$ cat config.mk
export PLATFORM = sky130hd
export DESIGN_NAME = dl_ctrl
export DESIGN_NICKNAME = d
export VERILOG_FILES = /design/src/dl_ctrl_pkg.sv /design/src/dl_ctrl.sv /design/src/dl_fifo.sv
export SDC_FILE = /design/constraint.sdc
export NUM_CORES = 1
export LEC_CHECK = 0
export BUFFER_PORTS_ARGS = -buffer_cell sky130_fd_sc_hd__buf_2
export CAP_MARGIN = 20
export CELL_PAD_IN_SITES_DETAIL_PLACEMENT = 1
export CELL_PAD_IN_SITES_GLOBAL_PLACEMENT = 1
export CORE_ASPECT_RATIO = 1.25
export CORE_MARGIN = 3
export CORE_UTILIZATION = 52
export DETAILED_ROUTE_END_ITERATION = 7
export PLACE_DENSITY_LB_ADDON = 0.1
export SYNTH_ARGS = -nofsm -noshare
export SYNTH_HDL_FRONTEND = slang
export SYNTH_SLANG_ARGS = --single-unit
$ cat constraint.sdc
create_clock -name clk_i -period 3.3 [get_ports clk_i]
set_input_delay 0.165 -clock clk_i [delete_from_list [all_inputs] [get_ports clk_i]]
set_output_delay 0.165 -clock clk_i [all_outputs]
set_load 0.02 [all_outputs]
$ cat src/dl_ctrl_pkg.sv
// Package: register map, field positions, reset values, symbols and carriers of the data link controller
package dl_ctrl_pkg;

	// ****************************************
	// Register map
	// ****************************************
	localparam logic [3:0] DLC1_OFS = 4'h0; // Data link control 1
	localparam logic [3:0] TXSTAT_OFS = 4'h1; // Transmit status, read only
	localparam logic [3:0] RXSTAT_OFS = 4'h2; // Receive status, read only
	localparam logic [7:0] DLC1_RST = 8'h00; // Control reset value
	localparam logic [7:0] RD_ZERO = 8'h00; // Unmapped read answer

	// ****************************************
	// Field positions of data link control 1
	// ****************************************
	localparam int MODE_BIT = 0; // Message frame / bit pattern select
	localparam int FCS_EN_BIT = 1; // Transmit check append
	localparam int IDLE_BIT = 2; // Idle flag fill
	localparam int FABORT_BIT = 3; // Forced abort
	localparam int DISC_BIT = 4; // Duplicate discard
	localparam int RXCHK_BIT = 5; // Receive check disable
	localparam int AABORT_BIT = 6; // Automatic abort disable

	// ****************************************
	// Symbols and counts
	// ****************************************
	localparam logic [7:0] FLAG_OCTET = 8'h7E; // Flag octet
	localparam logic [7:0] ABORT_OCTET = 8'hFE; // Zero then seven ones, lsb first
	localparam logic [15:0] CRC_INIT = 16'hFFFF; // Check register preset
	localparam logic [15:0] CRC_POLY = 16'h8408; // Reflected CCITT polynomial
	localparam logic [15:0] CRC_GOOD = 16'hF0B8; // Residue of a good frame
	localparam logic [2:0] BIT_LAST = 3'h7; // Last bit index of an octet
	localparam int FIFO_DEPTH = 16; // Transmit buffer depth

	// Transmit octet source
	typedef enum logic [4:0] {
		TX_IDLE = 5'b00001,
		TX_DATA = 5'b00010,
		TX_CRC1 = 5'b00100,
		TX_CRC2 = 5'b01000,
		TX_ABRT = 5'b10000
	} tx_state_t;

	// Transmit word: data octet with end of frame mark
	typedef struct packed {
		logic eof;
		logic [7:0] data;
	} tx_word_t;

	// Receive octet with frame boundaries
	typedef struct packed {
		logic sof;
		logic eof;
		logic [7:0] data;
	} rx_word_t;

endpackage : dl_ctrl_pkg

$ cat src/dl_ctrl.sv
// Data link transmit/receive control for HDLC controller 1
//
// Our own choices: strobed register access and the address map.
`timescale 1ns/10ps
module dl_ctrl
	import dl_ctrl_pkg::*;
(
	// Clock and reset
	input wire logic clk_i,
	input wire logic arst_n_i,
	// Register port
	input wire logic [3:0] addr_i,
	input wire logic [7:0] wdata_i,
	input wire logic wr_i,
	input wire logic rd_i,
	output logic [7:0] rdata_o,
	// Outbound message octets
	input wire logic tx_valid_i,
	output logic tx_ready_o,
	input wire tx_word_t tx_word_i,
	// Outbound bit pattern octet
	input wire logic [7:0] pat_octet_i,
	// Serial bit enable and line bits
	input wire logic bit_en_i,
	output logic tx_bit_o,
	// Received octets from the deframer
	input wire logic rx_valid_i,
	input wire rx_word_t rx_word_i,
	output logic rx_keep_o,
	output logic rx_drop_o,
	output logic rx_fcs_err_o,
	// Mode outputs
	output logic mode_msg_o
);
	// ****************************************
	// Control register
	// ****************************************
	logic [7:0] ctl_r; // Data link control 1
	logic [7:0] rdata_r; // Read data
	logic send_pat_r; // Pattern send request pending
	wire wr_ctl = wr_i && (addr_i == DLC1_OFS);
	// Decoded control fields
	wire msg_mode = ctl_r[MODE_BIT];
	wire auto_abort = !ctl_r[AABORT_BIT];
	wire idle_fill = msg_mode && ctl_r[IDLE_BIT];
	wire fcs_on = msg_mode && ctl_r[FCS_EN_BIT];
	wire force_abort = ctl_r[FABORT_BIT];
	wire rx_chk_on = !ctl_r[RXCHK_BIT];
	wire discard_on = ctl_r[DISC_BIT];

	// ****************************************
	// Transmit state
	// ****************************************
	tx_state_t st_r, st_nxt;
	logic [7:0] sh_r; // Octet being shifted
	logic [2:0] bi_r; // Bit index
	logic [15:0] tcrc_r; // Transmit check register
	logic in_frame_r; // Message frame under way
	logic [2:0] ones_r; // Run of ones for stuffing
	wire fifo_v;
	wire tx_word_t fifo_w;
	wire stuff = (st_r == TX_DATA || st_r == TX_CRC1 || st_r == TX_CRC2) && (ones_r == 3'd5);
	wire octet_end = bit_en_i && !stuff && (bi_r == BIT_LAST);
	wire cur_bit = sh_r[bi_r];

	// Check register step over one bit
	function automatic logic [15:0] crc_step(input logic [15:0] c, input logic b);
		crc_step = (c[0] ^ b) ? ((c >> 1) ^ CRC_POLY) : (c >> 1);
	endfunction : crc_step

	// Check register with the bit now leaving folded in, so the first check octet covers the whole frame
	wire [15:0] tcrc_now = (st_r == TX_DATA) ? crc_step(tcrc_r, cur_bit) : tcrc_r;

	// Register read mux and write
	assign mode_msg_o = msg_mode;
	always_ff @(posedge clk_i or negedge arst_n_i) begin
		if (!arst_n_i) begin
			ctl_r <= DLC1_RST;
			rdata_r <= RD_ZERO;
			send_pat_r <= 1'b0;
		end else begin
			if (wr_ctl) ctl_r <= {1'b0, wdata_i[6:0]};
			if (wr_ctl && !wdata_i[MODE_BIT]) send_pat_r <= 1'b1;
			else if (octet_end && st_r == TX_IDLE && !msg_mode) send_pat_r <= 1'b0;
			if (!rd_i) rdata_r <= RD_ZERO;
			else if (addr_i == DLC1_OFS) rdata_r <= ctl_r;
			else if (addr_i == TXSTAT_OFS) rdata_r <= {3'b0, st_r};
			else if (addr_i == RXSTAT_OFS) rdata_r <= {5'b0, rx_fcs_err_o, rx_drop_o, rx_keep_o};
			else rdata_r <= RD_ZERO;
		end
	end
	assign rdata_o = rdata_r;

	// Next octet source selection
	always_comb begin
		st_nxt = st_r;
		case (st_r)
			TX_IDLE: st_nxt = (fifo_v && msg_mode && !idle_fill) ? TX_DATA : TX_IDLE;
			TX_DATA: begin
				if (!msg_mode) st_nxt = auto_abort ? TX_ABRT : TX_IDLE;
				else if (idle_fill) st_nxt = TX_IDLE;
				else if (!in_frame_r) st_nxt = fcs_on ? TX_CRC1 : TX_IDLE;
				else if (!fifo_v) st_nxt = TX_ABRT;
			end
			TX_CRC1: st_nxt = idle_fill ? TX_IDLE : TX_CRC2;
			TX_CRC2: st_nxt = TX_IDLE;
			TX_ABRT: st_nxt = TX_IDLE;
			default: st_nxt = TX_IDLE;
		endcase
		if (force_abort) st_nxt = TX_ABRT;
	end

	// Octet loader: pop message words only at octet boundaries
	wire load_data = octet_end && (st_nxt == TX_DATA);
	logic fifo_rdy; // Fill-side ready, registered inside the buffer
	assign tx_ready_o = fifo_rdy;
	// Transmit buffer between the octet source and the shifter
	dl_fifo #(.WIDTH(9), .DEPTH(FIFO_DEPTH)) u_fifo (
		.clk_i(clk_i),
		.arst_n_i(arst_n_i),
		.in_valid_i(tx_valid_i),
		.in_ready_o(fifo_rdy),
		.in_data_i(tx_word_i),
		.out_valid_o(fifo_v),
		.out_ready_i(load_data),
		.out_data_o(fifo_w)
	);

	// Next octet value
	logic [7:0] oct_nxt;
	always_comb begin
		case (st_nxt)
			TX_DATA: oct_nxt = fifo_w.data;
			TX_CRC1: oct_nxt = ~tcrc_now[7:0];
			TX_CRC2: oct_nxt = ~tcrc_r[15:8];
			TX_ABRT: oct_nxt = ABORT_OCTET;
			default: oct_nxt = (!msg_mode && send_pat_r) ? pat_octet_i : FLAG_OCTET;
		endcase
	end

	// Serial shifter with zero insertion and check update
	always_ff @(posedge clk_i or negedge arst_n_i) begin
		if (!arst_n_i) begin
			st_r <= TX_IDLE;
			sh_r <= FLAG_OCTET;
			bi_r <= 3'h0;
			tcrc_r <= CRC_INIT;
			in_frame_r <= 1'b0;
			ones_r <= 3'h0;
			tx_bit_o <= 1'b0;
		end else if (bit_en_i) begin
			tx_bit_o <= stuff ? 1'b0 : cur_bit;
			ones_r <= (stuff || !cur_bit) ? 3'h0 : ones_r + 3'h1;
			if (!stuff) begin
				bi_r <= bi_r + 3'h1;
				if (st_r == TX_DATA) tcrc_r <= crc_step(tcrc_r, cur_bit);
				if (octet_end) begin
					st_r <= st_nxt;
					sh_r <= oct_nxt;
					if (st_nxt != TX_DATA && st_nxt != TX_CRC1 && st_nxt != TX_CRC2) ones_r <= 3'h0;
					if (st_r != TX_DATA && st_nxt == TX_DATA) tcrc_r <= CRC_INIT;
					if (st_nxt == TX_DATA) in_frame_r <= !fifo_w.eof;
				end
			end
		end
	end

	// ****************************************
	// Receive check and duplicate discard
	// ****************************************
	logic [15:0] rcrc_r; // Receive check register
	logic [15:0] hsum_r, csum_r; // Held and current frame signatures
	logic [7:0] len_r, hlen_r; // Current and held lengths
	logic keep_r, drop_r, err_r;
	// Receive check over one octet, lsb first
	logic [15:0] rcrc_nxt;
	always_comb begin
		rcrc_nxt = rx_word_i.sof ? CRC_INIT : rcrc_r;
		for (int i = 0; i < 8; i++) rcrc_nxt = crc_step(rcrc_nxt, rx_word_i.data[i]);
	end
	// Rolling signature and length of the current frame
	wire [15:0] csum_nxt = {(rx_word_i.sof ? 16'h0 : csum_r) ^ {8'h0, rx_word_i.data}} << 1 |
		{15'h0, (rx_word_i.sof ? 1'b0 : csum_r[15])};
	wire [7:0] len_nxt = rx_word_i.sof ? 8'h1 : len_r + 8'h1;
	// Verdict terms at frame end
	wire bad = rx_chk_on && (rcrc_nxt != CRC_GOOD);
	wire dup = discard_on && (csum_nxt == hsum_r) && (len_nxt == hlen_r);

	// Frame end verdict
	always_ff @(posedge clk_i or negedge arst_n_i) begin
		if (!arst_n_i) begin
			rcrc_r <= CRC_INIT;
			csum_r <= 16'h0;
			hsum_r <= 16'h0;
			len_r <= 8'h0;
			hlen_r <= 8'h0;
			keep_r <= 1'b0;
			drop_r <= 1'b0;
			err_r <= 1'b0;
		end else begin
			keep_r <= 1'b0;
			drop_r <= 1'b0;
			err_r <= 1'b0;
			if (rx_valid_i) begin
				rcrc_r <= rcrc_nxt;
				csum_r <= csum_nxt;
				len_r <= len_nxt;
				if (rx_word_i.eof) begin
					err_r <= bad;
					drop_r <= bad || dup;
					keep_r <= !bad && !dup;
					if (!bad && !dup) begin
						hsum_r <= csum_nxt;
						hlen_r <= len_nxt;
					end
				end
			end
		end
	end
	assign rx_keep_o = keep_r;
	assign rx_drop_o = drop_r;
	assign rx_fcs_err_o = err_r;

	// ****************************************
	// Assertions
	// ****************************************
	// Each property watches one rule: transmit rules at the octet boundary, the others at a register write or read, a frame end, reset or every clock
	idle_flag_a: assert property (@(posedge clk_i) disable iff (!arst_n_i)
		(octet_end && idle_fill && !force_abort && st_r != TX_DATA) |=> (sh_r == FLAG_OCTET))
		else $error("idle fill did not load flag");
	forced_abort_a: assert property (@(posedge clk_i) disable iff (!arst_n_i)
		(octet_end && force_abort) |=> (st_r == TX_ABRT && sh_r == ABORT_OCTET))
		else $error("forced abort not sent");
	auto_abort_a: assert property (@(posedge clk_i) disable iff (!arst_n_i)
		(octet_end && st_r == TX_DATA && !msg_mode && auto_abort) |=> (st_r == TX_ABRT))
		else $error("auto abort missing");
	no_abort_a: assert property (@(posedge clk_i) disable iff (!arst_n_i)
		(octet_end && st_r == TX_DATA && !msg_mode && !auto_abort && !force_abort) |=> (st_r == TX_IDLE))
		else $error("abort sent while disabled");
	rx_check_a: assert property (@(posedge clk_i) disable iff (!arst_n_i)
		(rx_valid_i && rx_word_i.eof && !rx_chk_on) |=> !rx_fcs_err_o)
		else $error("check error while disabled");
	dup_keep_a: assert property (@(posedge clk_i) disable iff (!arst_n_i)
		(rx_valid_i && rx_word_i.eof && !discard_on && !bad) |=> rx_keep_o)
		else $error("frame dropped with discard off");
	mode_pattern_a: assert property (@(posedge clk_i) disable iff (!arst_n_i)
		(octet_end && !msg_mode && st_r != TX_CRC1) |=> (st_r != TX_CRC1 && st_r != TX_DATA))
		else $error("frame or check octet started in pattern mode");
	pattern_idle_a: assert property (@(posedge clk_i) disable iff (!arst_n_i)
		(octet_end && !msg_mode && ctl_r[IDLE_BIT] && st_r == TX_IDLE && send_pat_r && !force_abort)
		|=> (sh_r == $past(pat_octet_i)))
		else $error("idle bit blocked pattern octet");
	reset_zero_a: assert property (@(posedge clk_i)
		$rose(arst_n_i) |-> (ctl_r == DLC1_RST))
		else $error("control not zero after reset");
	bit7_zero_a: assert property (@(posedge clk_i) disable iff (!arst_n_i)
		ctl_r[7] == 1'b0)
		else $error("reserved bit stored");
	crc_follow_a: assert property (@(posedge clk_i) disable iff (!arst_n_i)
		(octet_end && st_r == TX_DATA && msg_mode && !idle_fill && !in_frame_r && fcs_on && !force_abort)
		|=> (st_r == TX_CRC1) ##0 (sh_r == ~$past(tcrc_now[7:0])))
		else $error("check octet not appended");
	pat_send_a: assert property (@(posedge clk_i) disable iff (!arst_n_i)
		(wr_ctl && !wdata_i[MODE_BIT]) |=> send_pat_r)
		else $error("pattern request lost");

	// Transmit flag fill, check octets and pattern request
	flag_fill_a: assert property (@(posedge clk_i) disable iff (!arst_n_i)
		(octet_end && st_r == TX_IDLE && msg_mode && !fifo_v && !force_abort) |=> (sh_r == FLAG_OCTET))
		else $error("no flag while nothing waits");
	crc_final_a: assert property (@(posedge clk_i) disable iff (!arst_n_i)
		(octet_end && st_r == TX_CRC1 && !idle_fill && !force_abort)
		|=> (st_r == TX_CRC2) ##0 (sh_r == ~$past(tcrc_r[15:8])))
		else $error("second check octet wrong");
	no_crc_a: assert property (@(posedge clk_i) disable iff (!arst_n_i)
		(octet_end && st_r == TX_DATA && msg_mode && !idle_fill && !in_frame_r && !fcs_on && !force_abort)
		|=> (st_r == TX_IDLE))
		else $error("check octet sent while append off");
	pat_clear_a: assert property (@(posedge clk_i) disable iff (!arst_n_i)
		(octet_end && st_r == TX_IDLE && !msg_mode && !wr_ctl) |=> !send_pat_r)
		else $error("pattern request not consumed");

	// Register port answers
	rd_ctl_a: assert property (@(posedge clk_i) disable iff (!arst_n_i)
		(rd_i && addr_i == DLC1_OFS) |=> (rdata_o == $past(ctl_r)))
		else $error("control read back wrong");
	mode_write_a: assert property (@(posedge clk_i) disable iff (!arst_n_i)
		wr_ctl |=> (mode_msg_o == $past(wdata_i[MODE_BIT])))
		else $error("mode output not following write");

	// Receive verdicts
	verdict_one_a: assert property (@(posedge clk_i) disable iff (!arst_n_i)
		(rx_valid_i && rx_word_i.eof) |=> (rx_keep_o != rx_drop_o))
		else $error("frame end without exactly one verdict");
endmodule : dl_ctrl

$ cat src/dl_fifo.sv
// Synchronous FIFO with valid/ready on both sides
`timescale 1ns/10ps
module dl_fifo #(
	parameter int WIDTH = 9,
	parameter int DEPTH = 16
) (
	// Clock and reset
	input wire logic clk_i,
	input wire logic arst_n_i,
	// Fill side
	input wire logic in_valid_i,
	output logic in_ready_o,
	input wire logic [WIDTH-1:0] in_data_i,
	// Drain side
	output logic out_valid_o,
	input wire logic out_ready_i,
	output logic [WIDTH-1:0] out_data_o
);
	localparam int AW = $clog2(DEPTH);
	logic [WIDTH-1:0] mem_r [DEPTH]; // Storage
	logic [AW:0] wp_r, rp_r; // Pointers with wrap bit
	logic not_full_r; // Registered fill-side ready
	logic [AW:0] wp_nxt, rp_nxt; // Pointers after this cycle
	wire push = in_valid_i & in_ready_o;
	wire pop = out_valid_o & out_ready_i;
	assign wp_nxt = wp_r + {{AW{1'b0}}, push};
	assign rp_nxt = rp_r + {{AW{1'b0}}, pop};
	// Ready comes from a flop, so the fill side sees no combinational path
	assign in_ready_o = not_full_r;
	assign out_valid_o = (wp_r != rp_r);
	assign out_data_o = mem_r[rp_r[AW-1:0]];
	// Pointer update
	always_ff @(posedge clk_i or negedge arst_n_i) begin
		if (!arst_n_i) begin
			wp_r <= '0;
			rp_r <= '0;
			not_full_r <= 1'b1;
		end else begin
			wp_r <= wp_nxt;
			rp_r <= rp_nxt;
			// Full once the next pointers meet with opposite wrap bits
			not_full_r <= !((wp_nxt[AW-1:0] == rp_nxt[AW-1:0]) && (wp_nxt[AW] != rp_nxt[AW]));
		end
	end
	// Storage write
	always_ff @(posedge clk_i) begin
		if (push) mem_r[wp_r[AW-1:0]] <= in_data_i;
	end
endmodule : dl_fifo

==> results of run 1 <==
-- placed cells by master, fill, tap and decap left out, drive strengths merged, types with 4 or more instances in the layout --
| master | Yosys | routed |
|---|---|---|
| a211oi | 4 | 4 |
| a21o | 8 | 8 |
| a21oi | 32 | 32 |
| and3 | 6 | 6 |
| buf | 23 | 90 |
| clkbuf | 22 | 31 |
| clkinv | 0 | 8 |
| clkinvlp | 0 | 9 |
| dfrtp | 90 | 90 |
| dfstp | 40 | 40 |
| dlygate4sd3 | 0 | 32 |
| edfxtp | 144 | 144 |
| ha | 9 | 9 |
| inv | 32 | 34 |
| mux2 | 49 | 49 |
| mux2i | 12 | 12 |
| mux4 | 47 | 47 |
| nand2 | 39 | 39 |
| nand2b | 5 | 5 |
| nand3 | 14 | 14 |
| nand4 | 4 | 4 |
| nor2 | 72 | 72 |
| nor2b | 21 | 21 |
| nor3 | 10 | 10 |
| nor4 | 6 | 6 |
| o21ai | 19 | 19 |
| o22a | 16 | 16 |
| o22ai | 20 | 20 |
| or3 | 6 | 6 |
| xnor2 | 56 | 56 |
| xor2 | 23 | 23 |
-- registers in the layout, indices dropped and copies added, names as in the netlist, 8 cells and up --
| register | flops |
|---|---|
| sh_r | 8 |
| hlen_r | 8 |
| csum_r | 16 |
| len_r | 8 |
| u_fifo.mem_r | 144 |
| tcrc_r | 16 |
| hsum_r | 16 |
| rcrc_r | 16 |
-- cells by family after synthesis --
group | share of synthesized area (%)
flip-flops | 61.33
multiplexers | 14.34
buffers and inverters | 2.585
XOR/XNOR | 5.925
AO/OA/AOI/OAI | 6.630
other | 0.03015
adder cells (fa/ha/maj) | 0.9054
AND/OR/NAND/NOR | 8.260
-- worst paths after layout --
check	start	endpoint	slack, ns	cells past startpoint
worst max-delay path	rcrc_r[1]$_DFFE_PN1P_	hsum_r[9]$_DFFE_PN0P_	0.26	9
worst min-delay path	rx_word_i[3]	rcrc_r[6]$_DFFE_PN1P_	0.02	3
worst max register to register	rcrc_r[1]$_DFFE_PN1P_	hsum_r[9]$_DFFE_PN0P_	0.26	9
worst min register to register	sh_r[7]$_DFFE_PN0P_	sh_r[7]$_DFFE_PN0P_	0.51	1
max in group asynchronous	arst_n_i	sh_r[2]$_DFFE_PN1P_	2.10	3
min in group asynchronous	arst_n_i	hsum_r[8]$_DFFE_PN0P_	0.29	2
-- metal layers --
| metal | up-vias | global-route usage [%] | wire length, um | part of all wire (%) |
|---|---|---|---|---|
| met4 | 0 | 5.249 | 460 | 1.6 |
| met5 | - | 0 | 0 | 0 |
| li1 | 3457 | - | - | - |
| met1 | 3983 | 29.24 | 11730 | 40 |
| met3 | 39 | 2.508 | 1010 | 3.4 |
| met2 | 155 | 44.09 | 16280 | 55 |
-- power by group --
group | internal, mW | switching, mW | leakage, nW
sequential | 4.41 | 0.576 | 2.88
clock | 1.52 | 1.33 | 0.373
combinational | 1.33 | 1.38 | 2.19
total | 7.27 | 3.29 | 5.44
-- cell type report --
cell class | count | area (um2)
fill | 2149 | 8947
tap | 288 | 360.3
sequential | 274 | 7629
clock inverter | 19 | 131.4
clock buffer | 31 | 690.7
inverter | 32 | 120.1
timing repair buffer | 122 | 905.9
multi-input combinational | 524 | 4488
-- worst register-to-register path, stage by stage (launching register included) --
cell	delay (ns)
dfstp_2	0.60
xor2_1	0.15
or3_1	0.36
a2111oi_2	0.37
a311oi_1	0.13
nor4_4	0.38
nor2_2	0.13
nor3_4	0.23
buf_12	0.22
mux2_4	0.35
-- what timing repair did --
action                                  CTS  global route
gates resized for setup                   0             0
hold buffers                             32             0
endpoints found under the setup margin    0             0
hold endpoints to repair                229             0
==> run summary, run 1 <==
Non-filler cells, final: 1290
Worst Tran Pin Value: 0.9189 ns
Tcrit/Tclk final: 92.22%
Vias: 7634
Post-CTS setup buffer count: 0
Die H: 178.9 um
Setup CP Type: reg2reg
Vias in the first global route: 8415
N_diodes: 0
Setup slack after layout: 0.2566 ns
I/O pin cnt: 60
Post-Syn Area per Cell: 14.21 um2
Dpl cells: 1208
Area Growth Syn to Fin: 15.18%
Top cell type's share of synthesized area: 34.77%
Status: finished, final reports clean
Antenna viol nets, final: 0
Synth Flop Type: edfxtp_1
Asr flop ratio synth: 47.45%
P per Cell Area: 736.8 mW/mm2
Total gr overflow: 0
VDD IR-drop max: 0.5266 mV
Die Width: 144.3 um
Leak Pwr: 5.443 nW
Skew final: 0.01628 ns
Minimum clock period after layout: 3.043 ns
Hold Path Class: in2reg
RSZ-0062 raised after global routing: false
Vias/cell: 5.918
Final setup fails: 0
Area after DPL: 0.01318 mm2
Highest Clock Rate: 328.6 MHz
Latest clock arrival within the worst-skew pair: 0.55 ns
Final TNS setup: 0 ns
Register area share after synthesis: 61.33%
Pwr Total: 10.55 mW
Drt total wl: 29.48 mm
CP startpoint kind: register
Layout Nets: 1036
H-tree levels: 1
Arr. time, crit path: 3.47 ns
Crit path largest cell delay: 0.60 ns
Mapped Area: 0.01244 mm2
Post-synth top area cell: edfxtp_1
Crit-path leading delay family: simple AND/OR/NAND/NOR gates
Cell Rows: 62
Worst-path clk slew: 0.07 ns
Post-synth EDFFs: 144
CTS tree: done
Synth Warn #: 0
Distinct cells, synth: 67
Buffers on Ports: 57
Gr usage total: 23.55%
RD Place Congestion: 0.8313
Highest-delay cell along the critical path: dfstp_2
Buffers & Inverters on Critical Path: 1
Initial Util: 53.44%
Die area: 0.02582 mm2
Worst Setup End Kind: register
Largest net degree at the start of global routing: 70
Mapped Cells: 875
Inserted Clock Buffers: 27
Most common cell in the synthesized netlist: edfxtp_1
CP Cell Sequence: xor2_1 -> or3_1 -> a2111oi_2 -> a311oi_1 -> nor4_4 -> nor2_2 -> nor3_4 -> buf_12 -> mux2_4
Top cells by count, synth: edfxtp_1 (144), dfrtp_1 (90), nor2_1 (70)
Critical Path Fanout Max: 19
Normalized max-slew margin: 38.74%
FF+latch count, synth: 274
Critical Path RT: 3.72 ns
Syn Nets: 930
Core box area: 0.02327 mm2
1st-iter DRT viols: 379
Worst Hold Slack: 0.02466 ns
Pre-antenna DRT Iters: 4
Max Buffers Root-to-Sink: 3
Slew Viols, Final: 0
Max-cap violations: 0
Worst slack, placed: 0.3105 ns
DR DRC count: 0
Most area-consuming cells after synthesis: edfxtp_1 (35%), dfrtp_1 (18%), mux4_2 (8.5%), dfstp_2 (8.5%), xnor2_1 (3.9%)
Global-route wire length before repair: 46.84 mm
Layout Utilization: 61.55%
Finished Cell Area: 0.01433 mm2
Initial antenna violation count: 0
CTS root buf: clkbuf_16
Wire per inst: 22.86 um
Endpoints failing hold: 0
Layout cells sized above 1: 27.84%
Final HPWL DP: 19.84 mm
CTS Sinks: 274
(Power assumes the default switching activity.)
==> inputs of run 2 (changes only) <==
--- a/config.mk
+++ b/config.mk
@@ -9,7 +9,7 @@
 export CAP_MARGIN = 20
 export CELL_PAD_IN_SITES_DETAIL_PLACEMENT = 1
 export CELL_PAD_IN_SITES_GLOBAL_PLACEMENT = 1
-export CORE_ASPECT_RATIO = 1.25
+export CORE_ASPECT_RATIO = 1.75
 export CORE_MARGIN = 3
 export CORE_UTILIZATION = 52
 export DETAILED_ROUTE_END_ITERATION = 7
==> run 2 against run 1 <==
Net effect: highest routed layer unchanged; global-route usage is 0.14 points higher; count of clock-buffer cells in the layout is 3 lower; non-clock buffer count increased by 1; die area grew 0.24%; critical path type unchanged.
==> run summary, run 2 (synthesis gave the netlist of run 1 again) <==
Vias in the first global route: 8628 (+2.5%)
Dpl cells: 1227 (+1.6%)
Cell count of the worst hold path: 3 (unchanged)
Minimum clock period after layout: 3.055 ns (+0.01173 ns)
Tcrit/Tclk final: 92.58% (+0.36 points)
Highest-delay cell along the critical path: dfstp_2
Die Width: 122.9 um (-15%)
Arr. time, crit path: 3.49 ns (+0.02 ns)
Critical Path RT: 3.73 ns (about the same)
Die H: 210.6 um (+18%)
Max-cap violations: 0 (unchanged)
Drt total wl: 29.59 mm (+0.35%)
Core box area: 0.02343 mm2 (+0.66%)
CP startpoint kind: register
Buffers & Inverters on Critical Path: 1 (unchanged)
Worst R2R End: hsum_r[9]$_DFFE_PN0P_
Finished Cell Area: 0.01440 mm2 (+0.54%)
Slew Viols, Final: 0 (unchanged)
Endpoints failing hold: 0 (unchanged)
Final TNS setup: 0 ns (unchanged)
VDD IR-drop max: 0.5218 mV (-0.91%)
Crit-path leading delay family: simple AND/OR/NAND/NOR gates
Max reg flops: 144 (unchanged)
Skew final: 0.01764 ns (+0.001357 ns)
1st-iter DRT viols: 362 (-4.5%)
CTS tree: done
Critical Path Fanout Max: 20 (+1)
Cell Rows: 74 (+19%)
Max Buffers Root-to-Sink: 3 (unchanged)
Worst reg2reg startpoint: rcrc_r[1]$_DFFE_PN1P_
Hold Crit Start: rx_word_i[2]
RD Place Congestion: 0.8061 (-3.0%)
Leak Pwr: 5.498 nW (+1.0%)
Post-CTS Hold Buffers: 30 (-6.3%)
Post-CTS setup buffer count: 0 (unchanged)
Area after DPL: 0.01320 mm2 (+0.13%)
N_diodes: 0 (unchanged)
Wire per inst: 22.69 um (-0.73%)
Worst-path clk slew: 0.07 ns (about the same)
Worst Tran Pin Value: 1.016 ns (+0.09746 ns)
Worst Hold End: rcrc_r[5]$_DFFE_PN1P_
Final HPWL DP: 21.09 mm (+6.3%)
Final setup fails: 0 (unchanged)
Antenna viol nets, final: 0 (unchanged)
Cells on worst reg2reg path: 9 (unchanged)
Highest Clock Rate: 327.3 MHz (-0.38%)
Total gr overflow: 0 (unchanged)
Most frequent cells in the layout: edfxtp_1 (144), dfrtp_1 (89), nor2_1 (70)
Initial antenna violation count: 0 (unchanged)
Worst Setup End Kind: register
Layout cells sized above 1: 28.30% (+0.46 points)
Inserted Clock Buffers: 26 (-3.7%)
Die area: 0.02588 mm2 (+0.24%)
Vias: 7589 (-0.59%)
Largest net degree at the start of global routing: 78 (+11%)
Crit path largest cell delay: 0.60 ns (about the same)
Most common cell after layout, fill and taps aside: edfxtp_1
Gr usage total: 23.69% (+0.14 points)
Setup slack after layout: 0.2449 ns (-0.01173 ns)
Cts repair resizes: 0 (unchanged)
Normalized max-slew margin: 32.24% (-6.5 points)
R2r setup slk: 0.24 ns (about the same)
Pre-antenna DRT Iters: 4 (unchanged)
Latest clock arrival within the worst-skew pair: 0.55 ns (about the same)
H-tree levels: 1 (unchanged)
DR DRC count: 0 (unchanged)
Area Growth Syn to Fin: 15.81%
Global-route wire length before repair: 46.91 mm (+0.16%)
CTS Sinks: 274 (unchanged)
Status: finished, final reports clean
Initial Util: 53.09% (-0.35 points)
I/O pin cnt: 60 (unchanged)
Setup CP Type: reg2reg
RSZ-0062 raised after global routing: false
Vias/cell: 5.820 (-1.7%)
Hold Path Class: in2reg
Worst slack, placed: 0.2540 ns (-0.05648 ns)
Worst Hold Slack: 0.03102 ns (+0.006359 ns)
Non-filler cells, final: 1304 (+1.1%)
CTS root buf: clkbuf_16
Layout Nets: 1036 (unchanged)
P per Cell Area: 754.0 mW/mm2 (+2.3%)
CP Cell Sequence: xor2_1 -> or3_1 -> a2111oi_2 -> a311oi_1 -> nor4_4 -> nor2_2 -> nor3_4 -> buf_12 -> mux2_4
Buffers on Ports: 57 (unchanged)
==> run 2: cell count changes in the layout (fill, tap and decap cells not counted), sizes merged <==
cell         previous run  this run
dlygate4sd3            32        30
clkinv                  8        10
inv                    34        32
bufinv                  0         5
clkinvlp                9         4
buf                    90        93
clkbuf                 31        28
==> run 2: worst max path at each step <==
stage | from | to | cells after the start
CTS | rcrc_r[1]$_DFFE_PN1P_ | hsum_r[8]$_DFFE_PN0P_ | 9
floorplan | rcrc_r[1]$_DFFE_PN1P_ | hlen_r[1]$_DFFE_PN0P_ | 9
finish | rcrc_r[1]$_DFFE_PN1P_ | hsum_r[9]$_DFFE_PN0P_ | 9
detailed placement | rcrc_r[1]$_DFFE_PN1P_ | hsum_r[8]$_DFFE_PN0P_ | 9
global placement | rcrc_r[1]$_DFFE_PN1P_ | hsum_r[14]$_DFFE_PN0P_ | 9
global route | ctl_r[0]$_DFFE_PN0P_ | u_fifo.in_ready_o$_DFF_PN1_ | 11
==> run 2: cell type report <==
| class | count | area (um2) |
|---|---|---|
| Clock buffer | 28 | 658.1 |
| Clock inverter | 19 | 244.0 |
| Fill cell | 2227 | 9022 |
| Inverter | 32 | 120.1 |
| Multi-Input combinational cell | 524 | 4488 |
| Sequential cell | 274 | 7629 |
| Tap cell | 304 | 380.4 |
| Timing Repair Buffer | 123 | 883.3 |
==> run 2: worst reg2reg max path, cell delays in order, from the launching register on <==
cell and delay (ns):
dfstp_2 0.60, xor2_1 0.14, or3_1 0.35, a2111oi_2 0.38
a311oi_1 0.13, nor4_4 0.40, nor2_2 0.14, nor3_4 0.24
buf_12 0.23, mux2_4 0.34
==> run 2: report_power, final <==
group	switching (mW)	total [mW]	internal, mW
combinational	1.41	2.75	1.33
sequential	0.564	4.98	4.41
clock	1.29	3.14	1.84
==> run 2: metrics by stage <==
stage                     utilization (%)  power (mW)
after global routing                61.48       11.40
final                               61.48       10.86
after floorplan                         -       6.843
after global placement              56.35       7.544
after CTS                           61.48       10.98
after detailed placement            56.35       7.755
==> run 2: layer usage <==
metal,vias up,GRT usage [%],share of wire [%]
met4,0,7.966,3.1
met3,64,2.282,2.2
met1,3952,24.34,34
li1,3445,-,-
met2,128,48.06,61
met5,-,0,0
==> inputs of run 3 (changes only) <==
--- a/config.mk
+++ b/config.mk
@@ -5,14 +5,14 @@
 export SDC_FILE = /design/constraint.sdc
 export NUM_CORES = 1
 export LEC_CHECK = 0
-export BUFFER_PORTS_ARGS = -buffer_cell sky130_fd_sc_hd__buf_2
 export CAP_MARGIN = 20
 export CELL_PAD_IN_SITES_DETAIL_PLACEMENT = 1
 export CELL_PAD_IN_SITES_GLOBAL_PLACEMENT = 1
 export CORE_ASPECT_RATIO = 1.75
 export CORE_MARGIN = 3
-export CORE_UTILIZATION = 52
+export CORE_UTILIZATION = 53
 export DETAILED_ROUTE_END_ITERATION = 7
+export DONT_BUFFER_PORTS = 1
 export PLACE_DENSITY_LB_ADDON = 0.1
 export SYNTH_ARGS = -nofsm -noshare
 export SYNTH_HDL_FRONTEND = slang
==> run 3 against run 2 <==
Net effect: setup slack worse by 0.055 ns; die area fell by 1.8%; clock skew decreased by 0.0062 ns; global-route usage increased by 0.99 points; flip-flop and latch count unchanged; highest routed layer unchanged; via count is 1.5% lower; clock power about the same; cell count shrank 3.3%.
==> run summary, run 3 (synthesis gave the netlist of run 1 again) <==
Status: finished, final reports clean
Core box area: 0.02293 mm2 (-2.1%)
Highest-delay cell along the critical path: dfstp_2
Initial Util: 54.25% (+1.2 points)
Seq. cell area: 0.007629 mm2 (unchanged)
Vias/cell: 5.929 (+1.9%)
Area after DPL: 0.01288 mm2 (-2.4%)
Latest clock arrival within the worst-skew pair: 0.54 ns (about the same)
Worst Setup End Kind: register
Critical Path Fanout Max: 20 (unchanged)
Most common cell after layout, fill and taps aside: edfxtp_1
Total gr overflow: 0 (unchanged)
Antenna viol nets, final: 0 (unchanged)
Max Buffers Root-to-Sink: 3 (unchanged)
Minimum clock period after layout: 3.110 ns (+0.05467 ns)
Final TNS setup: 0 ns (unchanged)
Finished Cell Area: 0.01434 mm2 (-0.43%)
CTS tree: done
Layout Nets: 998 (-3.7%)
CP startpoint kind: register
Worst-path clk slew: 0.07 ns (about the same)
Worst Tran Pin Value: 0.6826 ns (-0.3337 ns)
Cell Rows: 73 (-1.4%)
Gr usage total: 24.68% (+0.99 points)
Multi-input gate area: 0.004488 mm2 (unchanged)
P per Cell Area: 757.2 mW/mm2 (+0.43%)
CTS Sinks: 274 (unchanged)
Highest Clock Rate: 321.6 MHz (-1.8%)
CTS root buf: clkbuf_16
Endpoints failing hold: 0 (unchanged)
H-tree levels: 1 (unchanged)
Post-CTS Hold Buffers: 54 (+80%)
Arr. time, crit path: 3.54 ns (+0.05 ns)
Final setup fails: 0 (unchanged)
Pwr Total: 10.86 mW (about the same)
Critical Path RT: 3.73 ns (about the same)
Normalized max-slew margin: 54.49% (+22 points)
RSZ-0062 raised after global routing: false
Worst Hold Slack: 0.03900 ns (+0.007978 ns)
Vias in the first global route: 8561 (-0.78%)
Setup CP Type: reg2reg
N_diodes: 0 (unchanged)
VDD IR-drop max: 0.5190 mV (-0.54%)
1st-iter DRT viols: 404 (+12%)
Leak Pwr: 5.346 nW (-2.8%)
Hold Path Class: in2reg
Area Growth Syn to Fin: 15.30%
Crit path largest cell delay: 0.59 ns (about the same)
Post-CTS setup buffer count: 0 (unchanged)
Max reg flops: 144 (unchanged)
Drt total wl: 30.38 mm (+2.7%)
Buffers on Ports: 0 (-100%)
Slew Viols, Final: 0 (unchanged)
Die area: 0.02541 mm2 (-1.8%)
Max-cap violations: 0 (unchanged)
Global-route wire length before repair: 47.97 mm (+2.2%)
Pre-antenna DRT Iters: 4 (unchanged)
Cts repair resizes: 0 (unchanged)
Largest net degree at the start of global routing: 131 (+68%)
RD Place Congestion: 0.8357 (+3.7%)
Initial antenna violation count: 0 (unchanged)
I/O pin cnt: 60 (unchanged)
DR DRC count: 0 (unchanged)
Inserted Clock Buffers: 25 (-3.8%)
Tcrit/Tclk final: 94.24% (+1.7 points)
Final HPWL DP: 20.27 mm (-3.9%)
Most frequent cells in the layout: edfxtp_1 (144), dfrtp_1 (89), nor2_1 (70)
Die H: 208.6 um (-0.92%)
Vias: 7477 (-1.5%)
Wire per inst: 24.09 um (+6.2%)
CP Cell Sequence: xor2_1 -> or3_1 -> a2111oi_2 -> a311oi_1 -> nor4_4 -> nor2_2 -> nor3_4 -> buf_12 -> mux2_4
Layout cells sized above 1: 22.79% (-5.5 points)
Skew final: 0.01139 ns (-0.006241 ns)
Die Width: 121.8 um (-0.90%)
FILL cells: 2153 (-3.3%)
[run 3: changes by cell type in the layout (fill, tap and decap cells not counted), sizes merged, moves of 2 or more]
cell,previous run,this run
buf,93,35
dlygate4sd3,30,51
clkinv,10,5
clkbuf,28,30
[run 3: routing by layer]
layer  global-route usage, %  vias up  part of all wire [%]
li1                        -     3375                     -
met1                   25.94     3901                    35
met2                   48.82      139                    59
met3                   2.545       62                   2.7
met4                   9.555        0                   3.6
met5                       0        -                     0
[run 3: path summary, 6_finish.rpt]
| path | from | to | slack [ns] | cells after the start |
|---|---|---|---|---|
| hold / removal | bit_en_i | st_r[0]$_DFFE_PN1P_ | 0.04 | 4 |
| setup / recovery | rcrc_r[1]$_DFFE_PN1P_ | hsum_r[12]$_DFFE_PN0P_ | 0.19 | 9 |
| max in group asynchronous | arst_n_i | sh_r[0]$_DFFE_PN0P_ | 2.52 | 2 |
| setup reg to reg | rcrc_r[1]$_DFFE_PN1P_ | hsum_r[12]$_DFFE_PN0P_ | 0.19 | 9 |
| min in group asynchronous | arst_n_i | len_r[4]$_DFFE_PN0P_ | 0.25 | 2 |
| hold reg to reg | ones_r[2]$_DFFE_PN0P_ | ones_r[2]$_DFFE_PN0P_ | 0.50 | 2 |
[run 3: area by class of cell]
cell class | instances | area share [%]
well taps | 300 | 2.618
clock buffers | 30 | 4.494
multi-input cells | 524 | 31.30
inverters | 32 | 0.8376
repair buffers | 86 | 5.933
clock inverters | 15 | 1.623
flip-flops and latches | 274 | 53.20
[run 3: worst max-delay path: cells and delay by family (launching register included)]
| family | cells | cell delay (ns) |
|---|---|---|
| mux | 1 | 0.32 |
| buf+inv | 1 | 0.22 |
| simple gates | 4 | 1.20 |
| xor+xnor | 1 | 0.12 |
| flops | 1 | 0.59 |
| compound gates | 2 | 0.51 |
[run 3: power by group]
| group | internal [mW] | switching [mW] | total, mW |
|---|---|---|---|
| sequential | 4.41 | 0.591 | 5.00 |
| combinational | 1.37 | 1.36 | 2.73 |
| clock | 1.86 | 1.26 | 3.13 |
[run 3: through the flow]
step                      util [%]  instances  setup WS, ns
final                        62.55       1261        0.1902
after global routing         62.55       1261       0.05477
after CTS                    62.55       1261        0.1665
after detailed placement     56.17       1162        0.1861
after global placement       56.17       1162        0.2734
after floorplan                  -        875        0.6204
